File: src/ussc_consts.svh
// constants for the usb suspend state control block
// assumes a 10 mhz core clock
`ifndef USSC_CONSTS_SVH
`define USSC_CONSTS_SVH
`define USSC_CLK_MHZ 10
`define USSC_EXT_RST_MIN_US 15
// least time in whole cycles: microseconds times clock mhz
`define USSC_EXT_RST_CYC (`USSC_EXT_RST_MIN_US * `USSC_CLK_MHZ)
`define USSC_CNT_W 8
`define USSC_CNT_RST 8'h00
`endif

File: src/ussc_pkg.sv
// types for the usb suspend state control block
// constants live in ussc_consts.svh
package ussc_pkg;
	typedef enum logic [1:0] {
		ussc_unconfigured,
		ussc_active,
		ussc_suspended
	} ussc_state_e;

	// usb-side event strobes from the function controller
	typedef struct packed {
		logic suspend_det;
		logic resume_det;
		logic resume_gen;
		logic bus_reset_det;
		logic configured;
	} ussc_usb_ev_s;

	// modem control, true level (1 = asserted)
	typedef struct packed {
		logic cts;
		logic dsr;
		logic dcd;
		logic ri;
	} ussc_modem_in_s;

	typedef struct packed {
		logic rts;
		logic dtr;
	} ussc_modem_out_s;

	// two-flop synchroniser state
	typedef struct packed {
		logic s1;
		logic s2;
	} ussc_sync_s;
endpackage : ussc_pkg

File: src/ussc_sync.sv
// two-flop level synchroniser with clock enable
// assumes the async input may change at any time
`timescale 1ns/1ns
module ussc_sync #(
	parameter logic RST_VAL = 1'b0
) (
	input wire logic clk,
	input wire logic resetn,
	input wire logic ce,
	input wire logic d,
	output logic q
);
	ussc_pkg::ussc_sync_s st, next_st;

	// first stage feeds only the second stage
	always_comb begin
		next_st = st;
		if (ce) begin
			next_st.s1 = d;
			next_st.s2 = st.s1;
		end
	end

	always_ff @(posedge clk or negedge resetn) begin
		if (!resetn) begin
			st <= {RST_VAL, RST_VAL};
		end else begin
			st <= next_st;
		end
	end

	assign q = st.s2;
endmodule : ussc_sync

File: src/ussc_top.sv
// usb suspend state control: suspend pins, reset pin, bus power sense
// assumes usb events are one-cycle strobes synchronous to clk
// assumes pin levels arrive already buffered from the pads
// assumes ce gates every register of the block, synchronisers too
// Notes on behaviour
// RQ1 - an external low pulse on the reset pin of at least 15 us is a full reset.
// RQ2 - the reset pin is driven only open-drain, low while internal reset is on.
// RQ3 - a high bus-power sense level means attached, low means detached.
// RQ4 - cts, dsr, dcd and ri pins are active low.
// RQ5 - rts and dtr pins are driven active low.
// RQ6 - the active-high suspend output is high while suspended.
// RQ7 - the active-low suspend output is low while suspended.
// RQ8 - detected suspend signalling moves the block into suspend.
// RQ9 - after any reset both suspend outputs stay asserted until configured.
// RQ10 - resume, bus reset or device reset take the block out of suspend.
// RQ11 - on leaving suspend both suspend outputs are deasserted; after a device reset the code floats them high, then asserts them.
// RQ12 - during reset both suspend outputs are released and float high.
// RQ13 - reset pin and bus-power sense are synchronised before use.
`timescale 1ns/1ns
`include "ussc_consts.svh"
module ussc_top (
	input wire logic clk,
	input wire logic resetn,
	input wire logic ce,
	input wire logic por_active,
	input wire logic rst_pin_in,
	output logic rst_pin_out,
	output logic rst_pin_oe,
	input wire logic vbus_sense,
	input wire ussc_pkg::ussc_usb_ev_s usb_ev,
	input wire logic [3:0] modem_pins_n,
	input wire ussc_pkg::ussc_modem_out_s modem_req,
	output ussc_pkg::ussc_modem_in_s modem_in,
	output logic [1:0] modem_pins_n_out,
	output logic suspend_out,
	output logic suspend_oe,
	output logic suspend_n_out,
	output logic suspend_n_oe,
	output logic bus_attached,
	output logic device_reset
);
	// whole block state, registered as one image
	typedef struct packed {
		ussc_pkg::ussc_state_e state;
		logic [`USSC_CNT_W-1:0] low_cnt;
		logic ext_reset;
		logic in_reset; // registered copy of any_reset
		logic rst_out;
		logic rst_oe;
		logic susp;
		logic susp_oe;
		logic susp_n;
		logic susp_n_oe;
		logic attached;
		ussc_pkg::ussc_modem_in_s min;
		logic [1:0] mout_n;
	} ussc_top_s;

	ussc_top_s st, next_st;
	logic rst_pin_sync;
	logic vbus_sync;
	logic any_reset;

	// reset pin idles high; a released pin reads high
	ussc_sync #(.RST_VAL(1'b1)) u_rst_sync ( // RQ13
		.clk(clk),
		.resetn(resetn),
		.ce(ce),
		.d(rst_pin_in),
		.q(rst_pin_sync)
	);

	ussc_sync #(.RST_VAL(1'b0)) u_vbus_sync ( // RQ13
		.clk(clk),
		.resetn(resetn),
		.ce(ce),
		.d(vbus_sense),
		.q(vbus_sync)
	);

	// device reset: internal monitor or a qualified external pulse
	assign any_reset = por_active || st.ext_reset;

	// resume, wake-up or bus reset end a suspend
	function automatic logic exit_req(
		input ussc_pkg::ussc_usb_ev_s ev
	);
		exit_req = ev.resume_det || ev.resume_gen || ev.bus_reset_det;
	endfunction : exit_req

	// suspend pins read asserted in every state except active
	function automatic logic pins_asserted(
		input ussc_pkg::ussc_state_e s
	);
		pins_asserted = s != ussc_pkg::ussc_active;
	endfunction : pins_asserted

	// low time has reached the qualifying length
	function automatic logic low_full(
		input logic [`USSC_CNT_W-1:0] c
	);
		low_full = c == `USSC_CNT_W'(`USSC_EXT_RST_CYC);
	endfunction : low_full

	// next suspend state; any device reset wins over usb events
	function automatic ussc_pkg::ussc_state_e step_state(
		input ussc_pkg::ussc_state_e s,
		input ussc_pkg::ussc_usb_ev_s ev,
		input logic rst
	);
		step_state = s;
		if (rst) begin
			step_state = ussc_pkg::ussc_unconfigured; // RQ9 RQ10
		end else begin
			case (s)
			ussc_pkg::ussc_unconfigured: begin
				if (ev.configured)
					step_state = ussc_pkg::ussc_active; // RQ9
			end
			ussc_pkg::ussc_active: begin
				if (ev.suspend_det)
					step_state = ussc_pkg::ussc_suspended; // RQ8
			end
			ussc_pkg::ussc_suspended: begin
				// exit wins over a fresh suspend in the same cycle
				if (exit_req(ev))
					step_state = ussc_pkg::ussc_active; // RQ10
			end
			default: step_state = ussc_pkg::ussc_unconfigured;
			endcase
		end
	endfunction : step_state

	// low-active modem pins to true levels
	function automatic ussc_pkg::ussc_modem_in_s pins_to_true(
		input logic [3:0] p
	);
		pins_to_true = ussc_pkg::ussc_modem_in_s'(~p);
	endfunction : pins_to_true

	// true-level requests to low-active pin levels
	function automatic logic [1:0] req_to_pins(
		input ussc_pkg::ussc_modem_out_s r
	);
		req_to_pins = ~{r.rts, r.dtr};
	endfunction : req_to_pins

	// one next-state image; ce low leaves every field as it stands
	always_comb begin
		next_st = st;
		if (ce) begin
			// reset pin low time, saturating; short glitches never qualify
			if (!rst_pin_sync) begin
				if (!low_full(st.low_cnt))
					next_st.low_cnt = st.low_cnt + `USSC_CNT_W'(1);
			end else begin
				next_st.low_cnt = `USSC_CNT_RST;
			end
			// held until the pin is released again
			next_st.ext_reset = !rst_pin_sync &&
				low_full(next_st.low_cnt); // RQ1

			// only the internal monitor pulls the pin; an external pulse
			// driving it too would hold the device in reset for good
			next_st.rst_out = 1'b0; // RQ2
			next_st.rst_oe = por_active; // RQ2

			// pin levels handed on, one register deep
			next_st.attached = vbus_sync; // RQ3
			next_st.min = pins_to_true(modem_pins_n); // RQ4
			next_st.mout_n = req_to_pins(modem_req); // RQ5

			// suspend state machine and the visible reset flag
			next_st.state = step_state(st.state, usb_ev, any_reset);
			next_st.in_reset = any_reset;

			// outputs float during reset, asserted otherwise if not active
			if (any_reset) begin
				next_st.susp = 1'b1; // RQ12
				next_st.susp_oe = 1'b0; // RQ12
				next_st.susp_n = 1'b1; // RQ12
				next_st.susp_n_oe = 1'b0; // RQ12
			end else begin
				next_st.susp_oe = 1'b1;
				next_st.susp_n_oe = 1'b1;
				next_st.susp =
					pins_asserted(next_st.state); // RQ6 RQ9 RQ11
				next_st.susp_n =
					!pins_asserted(next_st.state); // RQ7 RQ9 RQ11
			end
		end
	end

	// async reset acts as the device reset: outputs float high
	always_ff @(posedge clk or negedge resetn) begin
		if (!resetn) begin
			st.state <= ussc_pkg::ussc_unconfigured;
			st.low_cnt <= `USSC_CNT_RST;
			st.ext_reset <= 1'b0;
			st.in_reset <= 1'b1;
			st.rst_out <= 1'b0;
			st.rst_oe <= 1'b0;
			st.susp <= 1'b1;
			st.susp_oe <= 1'b0; // RQ12
			st.susp_n <= 1'b1;
			st.susp_n_oe <= 1'b0; // RQ12
			st.attached <= 1'b0;
			st.min <= '0;
			st.mout_n <= 2'h3;
		end else begin
			st <= next_st;
		end
	end

	// outputs come straight from the state register
	assign rst_pin_out = st.rst_out;
	assign rst_pin_oe = st.rst_oe;
	assign suspend_out = st.susp;
	assign suspend_oe = st.susp_oe;
	assign suspend_n_out = st.susp_n;
	assign suspend_n_oe = st.susp_n_oe;
	assign bus_attached = st.attached;
	assign modem_in = st.min;
	assign modem_pins_n_out = st.mout_n;
	assign device_reset = st.in_reset;
endmodule : ussc_top

File: config.mk
export PLATFORM = sky130hd
export DESIGN_NAME = ussc_top
export DESIGN_NICKNAME = d
export VERILOG_FILES = /design/src/ussc_pkg.sv /design/src/ussc_sync.sv /design/src/ussc_top.sv
export VERILOG_INCLUDE_DIRS = /design/src /design/src/src
export SDC_FILE = /design/constraint.sdc
export NUM_CORES = 1
export LEC_CHECK = 0
export BUFFER_PORTS_ARGS = -buffer_cell sky130_fd_sc_hd__buf_4
export CAP_MARGIN = 20
export CELL_PAD_IN_SITES_DETAIL_PLACEMENT = 2
export CELL_PAD_IN_SITES_GLOBAL_PLACEMENT = 2
export CORE_MARGIN = 10
export CORE_UTILIZATION = 34
export CTS_CLUSTER_SIZE = 24
export DETAILED_ROUTE_END_ITERATION = 10
export PLACE_DENSITY = 0.79
export RECOVER_POWER = 50
export SYNTH_ARGS = -nofsm -noshare
export SYNTH_HDL_FRONTEND = slang
export SYNTH_HIERARCHICAL = 1
export SYNTH_SLANG_ARGS = --single-unit
File: constraint.sdc
create_clock -name clk -period 2.8 [get_ports clk]
set_input_delay 0.28 -clock clk [delete_from_list [all_inputs] [get_ports clk]]
set_output_delay 0.28 -clock clk [all_outputs]
set_load 0.005 [all_outputs]
==> flow_metrics.env, run 1 <==
export IMPL_synth_area_sq_mm=0.00142
export IMPL_grt_pass1_wl_microns=6140
export IMPL_synth_area_per_cell_sq_um=10.6
export IMPL_cts_resized=0
export IMPL_synth_net_count=152
export IMPL_grt_max_degree=28
export IMPL_coreArea_sq_mm=0.00400
export IMPL_grt_setup_unrepaired="false"
export IMPL_period_share=0.700
export IMPL_endpoint="st[14]"
export IMPL_clk_latency_ns=0.28
export IMPL_clk_pin_slew_ns=0.10
export IMPL_finalSetupTns_ns=0
export IMPL_final_common_cell="buf_4"
export IMPL_worstPathMaxFanout=7
export IMPL_die_area_sq_mm=0.00714
export IMPL_endpoint_kind="register"
export IMPL_crit_slowest_cell="dfrtp_1"
export IMPL_post_route_util=0.411
export IMPL_layout_common_cells="buf_4, dfrtp_1, nand2_1"
export IMPL_cts_tree="built"
export IMPL_drv_cap=1
export IMPL_slew_headroom=-0.00813
export IMPL_ys_flop_type="dfrtp_1"
export IMPL_p_leak_uw=0.000689
export IMPL_num_fill_cells=423
export IMPL_ys_warn_count=6
export IMPL_setup_viol=0
export IMPL_grt_pass1_vias=1187
export IMPL_multiInputGateArea_sq_um=609
export IMPL_cp_startpoint="st[15]"
export IMPL_die_h_microns=84.5
export IMPL_outcome="finished, violations left"
export IMPL_grtUsageTotal=0.103
export IMPL_power_density_mw_per_mm2=528
export IMPL_sw_frac_of_total=0.287
export IMPL_p_clk_frac=0.265
export IMPL_hpwl_microns=2740
export IMPL_max_freq_mhz=510
export IMPL_wl_per_cell_microns=17.8
export IMPL_drc=0
export IMPL_layout_drive_gt1_share=0.349
export IMPL_final_nets=172
export IMPL_cts_sinks=27
export IMPL_worstPathArrival_ns=2.13
export IMPL_cp_required_ns=2.97
export IMPL_r2r_end="st[14]"
export IMPL_slowest_delay_ns=0.47
export IMPL_postRouteAntennaNets=0
export IMPL_io_buffers=29
export IMPL_vdd_ir_drop_max_uv=212
export IMPL_synth_edf_count=0
export IMPL_ys_seq_area_frac=0.484
export IMPL_antenna_cells=0
export IMPL_min_path_cells=2
export IMPL_ys_async_sr_fraction=1.00
export IMPL_rrSetupSlack_ns=0.84
export IMPL_drt_iter0_drc=15
export IMPL_cts_buffers=3
export IMPL_post_route_cell_area_sq_mm=0.00165
export IMPL_r2r_start="st[15]"
export IMPL_drt_pass1_iterations=4
export IMPL_path_cells="inv_1 > ha_1 > and3b_2 > a2111oi_2 > o211ai_1 > o41ai_2"
export IMPL_drt_total_wl_microns=3600
export IMPL_cp_start_kind="register"
export IMPL_root_buffer="clkbuf_8"
export IMPL_synth_distinct_cells=46
export IMPL_hold_class="primary input to register"
export IMPL_ys_seq_elements=27
export IMPL_p_sw_uw=249
export IMPL_regArea_sq_um=684
export IMPL_area_delta_synth_final_pct=16.3
export IMPL_min_period_ns=1.96
export IMPL_vias=1075
export IMPL_viasPerCell=5.32
export IMPL_ios=31
export IMPL_seq_power_share=0.550
export IMPL_comb_power_share=0.185
export IMPL_drv_slew=28
export IMPL_num_rows=23
export IMPL_critPathKind="register to register"
export IMPL_placed_area_sq_mm=0.00159
export IMPL_gp_congestion=0.779
export IMPL_hold_viol_final=0
export IMPL_syn_inst=133
export IMPL_internal_power_uw=619
export IMPL_grt_ovfl_total=0
export IMPL_tightest_slew_ns=1.51
export IMPL_antenna_found_initial=0
export IMPL_fin_skew_ns=0.00523
export IMPL_clockBufferDepth=2
export IMPL_initial_core_util=0.354
export IMPL_violations="capacitance limit, slew limit"
export IMPL_die_x_microns=84.5
export IMPL_ff2ff_path_depth=6
export IMPL_htree_levels=1
critical path: cells and delay by family, from the launching register on:
family | cells | cell delay (ns)
adder cells (fa/ha/maj) | 1 | 0.22
buffers and inverters | 1 | 0.12
flip-flops | 1 | 0.47
AO/OA/AOI/OAI | 3 | 0.79
AND/OR/NAND/NOR | 1 | 0.25
how the worst min path moves through the flow:
stage	start	end	slack, ns
3_3_place_gp	resetn	st[17]	0.22
6_report	modem_req[0]	modem_pins_n_out[0]	0.16
5_1_grt	modem_req[1]	modem_pins_n_out[1]	0.14
4_1_cts	modem_req[1]	modem_pins_n_out[1]	0.15
3_5_place_dp	resetn	st[20]	0.22
2_1_floorplan	resetn	bus_attached	-0.02
kinds of logic (layout without fill, tap and decap cells):
family,after synthesis,count (layout),share of synthesized area
and+or+nand+nor,36,36,0.141
xor gates and xnor gates,3,3,0.0186
other,1,1,0.00265
muxes,7,7,0.0548
AOI/OAI and AO/OA,37,37,0.196
DFF,27,27,0.484
adders and majority gates,2,2,0.0177
buffers and inverters,20,39,0.0858
per-stage QoR:
step	setup WS, ns	total power (uW)	hold slack, ns	std cells
2_1_floorplan	1.11	576	-0.0156	133
3_3_place_gp	1.05	634	0.215	197
3_5_place_dp	0.861	650	0.224	197
4_1_cts	0.822	883	0.154	202
5_1_grt	0.729	924	0.144	202
6_report	0.841	868	0.157	202
timing repair:
| item | in CTS | in global routing |
|---|---|---|
| endpoints found under the hold margin | 20 | 0 |
| hold buffers | 1 | 0 |
| buffers inserted | 0 | 0 |
metal layers:
layer / vias to the layer above / GRT usage / part of all wire / routed length (microns)
met5: - / 0 / 0 / 0
met3: 5 / 0.0251 / 0.034 / 122
met4: 0 / 0.0314 / 0.013 / 46
li1: 510 / - / - / -
met2: 20 / 0.175 / 0.51 / 1840
met1: 540 / 0.125 / 0.44 / 1600
flip-flops by register name, indices dropped and copies added (netlist names):
| signal | cells |
|---|---|
| rst_pin_oe | 1 |
| u_rst_sync/st | 1 |
| u_vbus_sync/st | 1 |
| suspend_n_out | 1 |
| modem_pins_n_out | 2 |
| suspend_oe | 1 |
| suspend_out | 1 |
| device_reset | 1 |
| u_vbus_sync/q | 1 |
| u_rst_sync/q | 1 |
| st | 11 |
| bus_attached | 1 |
| modem_in | 4 |
power groups by stage:
stage | registers (uW) | clock network [uW] | logic (uW)
6_report | 478 | 230 | 161
5_1_grt | 486 | 256 | 182
4_1_cts | 479 | 238 | 166
3_5_place_dp | 486 | 0 | 164
3_3_place_gp | 480 | 0 | 154
2_1_floorplan | 465 | 0 | 111
cell type report:
type,count,share of cell area
clock buffer,3,0.0251
tap,50,0.0380
clock inverter,1,0.00304
timing repair buffer,30,0.136
sequential,27,0.416
inverter,5,0.0114
multi-input combinational,86,0.370
cells in the mapped netlist, types with 2 or more instances:
library cell   n  share of area
nor2_1         5          0.013
dfstp_2        7           0.13
clkbuf_1       4          0.011
o31ai_1        4          0.021
o21ai_0       10          0.035
inv_1          4          0.011
dfrtp_1       20           0.35
ha_1           2          0.018
a211oi_1       2          0.011
nor3_1         3          0.011
o21a_1         2          0.011
buf_6          2          0.016
mux2_2         6          0.048
xnor2_1        2          0.012
a32o_1         3          0.021
nand2_1       12          0.032
nand2b_1       2         0.0088
nand3_1        4          0.014
buf_4          8          0.042
a21oi_1        4          0.014
o2bb2ai_1      2          0.012
Note: power is estimated with default switching activity, not from simulation.
==> inputs of run 2 (changes only) <==
--- a/config.mk
+++ b/config.mk
@@ -11,10 +11,10 @@
 export CELL_PAD_IN_SITES_DETAIL_PLACEMENT = 2
 export CELL_PAD_IN_SITES_GLOBAL_PLACEMENT = 2
 export CORE_MARGIN = 10
-export CORE_UTILIZATION = 34
+export CORE_UTILIZATION = 33
 export CTS_CLUSTER_SIZE = 24
 export DETAILED_ROUTE_END_ITERATION = 10
-export PLACE_DENSITY = 0.79
+export PLACE_DENSITY = 0.77
 export RECOVER_POWER = 50
 export SYNTH_ARGS = -nofsm -noshare
 export SYNTH_HDL_FRONTEND = slang
==> constraint.sdc (replaced) <==
create_clock -name clk -period 1.9 [get_ports clk]
set_input_delay 0.19 -clock clk [delete_from_list [all_inputs] [get_ports clk]]
set_output_delay 0.19 -clock clk [all_outputs]
set_load 0.005 [all_outputs]
==> flow_metrics.env, run 2 (synthesis gave the netlist of run 1 again) <==
export IMPL_grt_pass1_vias=1242
export IMPL_grt_ovfl_total=0
export IMPL_worstPathMaxFanout=5
export IMPL_die_x_microns=85.5
export IMPL_worstPathArrival_ns=1.96
export IMPL_cts_sinks=27
export IMPL_area_delta_synth_final_pct=17.7
export IMPL_hp_start="modem_req[1]"
export IMPL_grt_max_degree=28
export IMPL_coreArea_sq_mm=0.00409
export IMPL_gp_congestion=0.774
export IMPL_cts_tree="built"
export IMPL_outcome="finished, final reports clean"
export IMPL_die_h_microns=85.5
export IMPL_multiInputGateArea_sq_um=609
export IMPL_finalSetupTns_ns=0
export IMPL_viasPerCell=5.34
export IMPL_grtUsageTotal=0.109
export IMPL_antenna_found_initial=0
export IMPL_ios=31
export IMPL_setup_viol=0
export IMPL_hold_viol_final=0
export IMPL_grt_pass1_wl_microns=6590
export IMPL_largest_reg_flops=11
export IMPL_layout_common_cells="buf_4, dfrtp_1, nand2_1"
export IMPL_dpl_cell_count=198
export IMPL_r2r_start="st[15]"
export IMPL_vias=1090
export IMPL_hold_class="primary input to register"
export IMPL_place_ws_ns=0.0369
export IMPL_power_density_mw_per_mm2=773
export IMPL_drt_pass1_iterations=4
export IMPL_regArea_sq_um=686
export IMPL_fin_skew_ns=0.00573
export IMPL_layout_drive_gt1_share=0.370
export IMPL_p_total_uw=1290
export IMPL_num_rows=23
export IMPL_drt_total_wl_microns=3750
export IMPL_fin_hold_ws_ns=0.0607
export IMPL_period_share=0.939
export IMPL_r2r_end="st[14]"
export IMPL_critPathKind="register to register"
export IMPL_initial_core_util=0.346
export IMPL_clockBufferDepth=2
export IMPL_ff2ff_path_depth=6
export IMPL_root_buffer="clkbuf_8"
export IMPL_p_leak_uw=0.000697
export IMPL_min_period_ns=1.78
export IMPL_cts_buffers=3
export IMPL_clk_latency_ns=0.27
export IMPL_drt_iter0_drc=31
export IMPL_slowest_delay_ns=0.41
export IMPL_hpwl_microns=2720
export IMPL_fin_ws_ns=0.116
export IMPL_hold_end="modem_pins_n_out[1]"
export IMPL_htree_levels=1
export IMPL_postRouteAntennaNets=0
export IMPL_endpoint_kind="register"
export IMPL_regMostFlops="st"
export IMPL_wl_per_cell_microns=18.4
export IMPL_rrSetupSlack_ns=0.12
export IMPL_tightest_slew_ns=0.673
export IMPL_clk_pin_slew_ns=0.10
export IMPL_final_common_cell="buf_4"
export IMPL_antenna_cells=0
export IMPL_grt_setup_unrepaired="false"
export IMPL_die_area_sq_mm=0.00731
export IMPL_crit_family="compound AO/OA/AOI/OAI gates"
export IMPL_cp_required_ns=2.08
export IMPL_cp_start_kind="register"
export IMPL_vdd_ir_drop_max_uv=255
export IMPL_min_path_cells=2
export IMPL_max_freq_mhz=560
export IMPL_path_buf_inv=1
export IMPL_crit_slowest_cell="dfrtp_2"
export IMPL_fin_cells=204
export IMPL_drv_slew=0
export IMPL_drv_cap=0
export IMPL_io_buffers=29
export IMPL_drc=0
export IMPL_path_cells="inv_1 > ha_1 > and3b_2 > a2111oi_2 > o211ai_1 > o41ai_2"
export IMPL_num_fill_cells=450
export IMPL_final_nets=174
export IMPL_slew_headroom=0.551
==> run 2: cell types whose count changed in the layout (fill, tap and decap cells not counted), sizes merged <==
cell | previous run | this run
clkinvlp | 0 | 1
clkinv | 2 | 1
buf | 28 | 30
==> run 2: stage by stage <==
stage	area [sq um]	utilization
global route	1670	0.408
global placement	1600	0.392
floorplan	1420	-
CTS	1660	0.406
finish	1670	0.408
detailed placement	1600	0.392
==> run 2: how the worst max path moves through the flow <==
stage / slack (ns) / startpoint / to / cells past startpoint
floorplan: 0.21 / st[15] / st[14] / 6
global placement: 0.14 / st[15] / st[14] / 6
detailed placement: 0.04 / st[15] / st[14] / 6
CTS: 0.05 / st[15] / st[14] / 6
global route: 0.007 / st[15] / st[14] / 6
finish: 0.12 / st[15] / st[14] / 6
==> run 2: power breakdown <==
| group | total, uW | switching, uW | internal [uW] |
|---|---|---|---|
| Clock | 334 | 185 | 149 |
| Combinational | 249 | 118 | 131 |
| Sequential | 704 | 62.4 | 642 |
==> run 2: final cells by class <==
type,instances,share of cell area
repair buffers,32,0.144
flip-flops and latches,27,0.412
well taps,50,0.0376
clock inverters,1,0.00451
inverters,5,0.0113
clock buffers,3,0.0248
multi-input cells,86,0.366
==> run 2: worst reg2reg max path: cells and delay by family (launching register included) <==
family / cells / cell delay [ns]
AOI/OAI and AO/OA: 3 / 0.70
adders and majority gates: 1 / 0.22
and+or+nand+nor: 1 / 0.26
buffers and inverters: 1 / 0.10
DFF: 1 / 0.41
==> run 2: timing repair <==
item | in CTS | in global routing
pin swaps | 0 | 0
hold endpoints to repair | 20 | 0
endpoints found under the setup margin | 1 | 1
hold buffers | 1 | 0
setup buffers | 0 | 1
resized for setup | 1 | 0
==> run 2: metal layers <==
metal | global-route usage | share of wire | wire (microns)
met3 | 0.0296 | 0.051 | 190
met2 | 0.191 | 0.53 | 1990
met1 | 0.124 | 0.41 | 1560
met4 | 0.0314 | 0.0051 | 19
met5 | 0 | 0 | 0
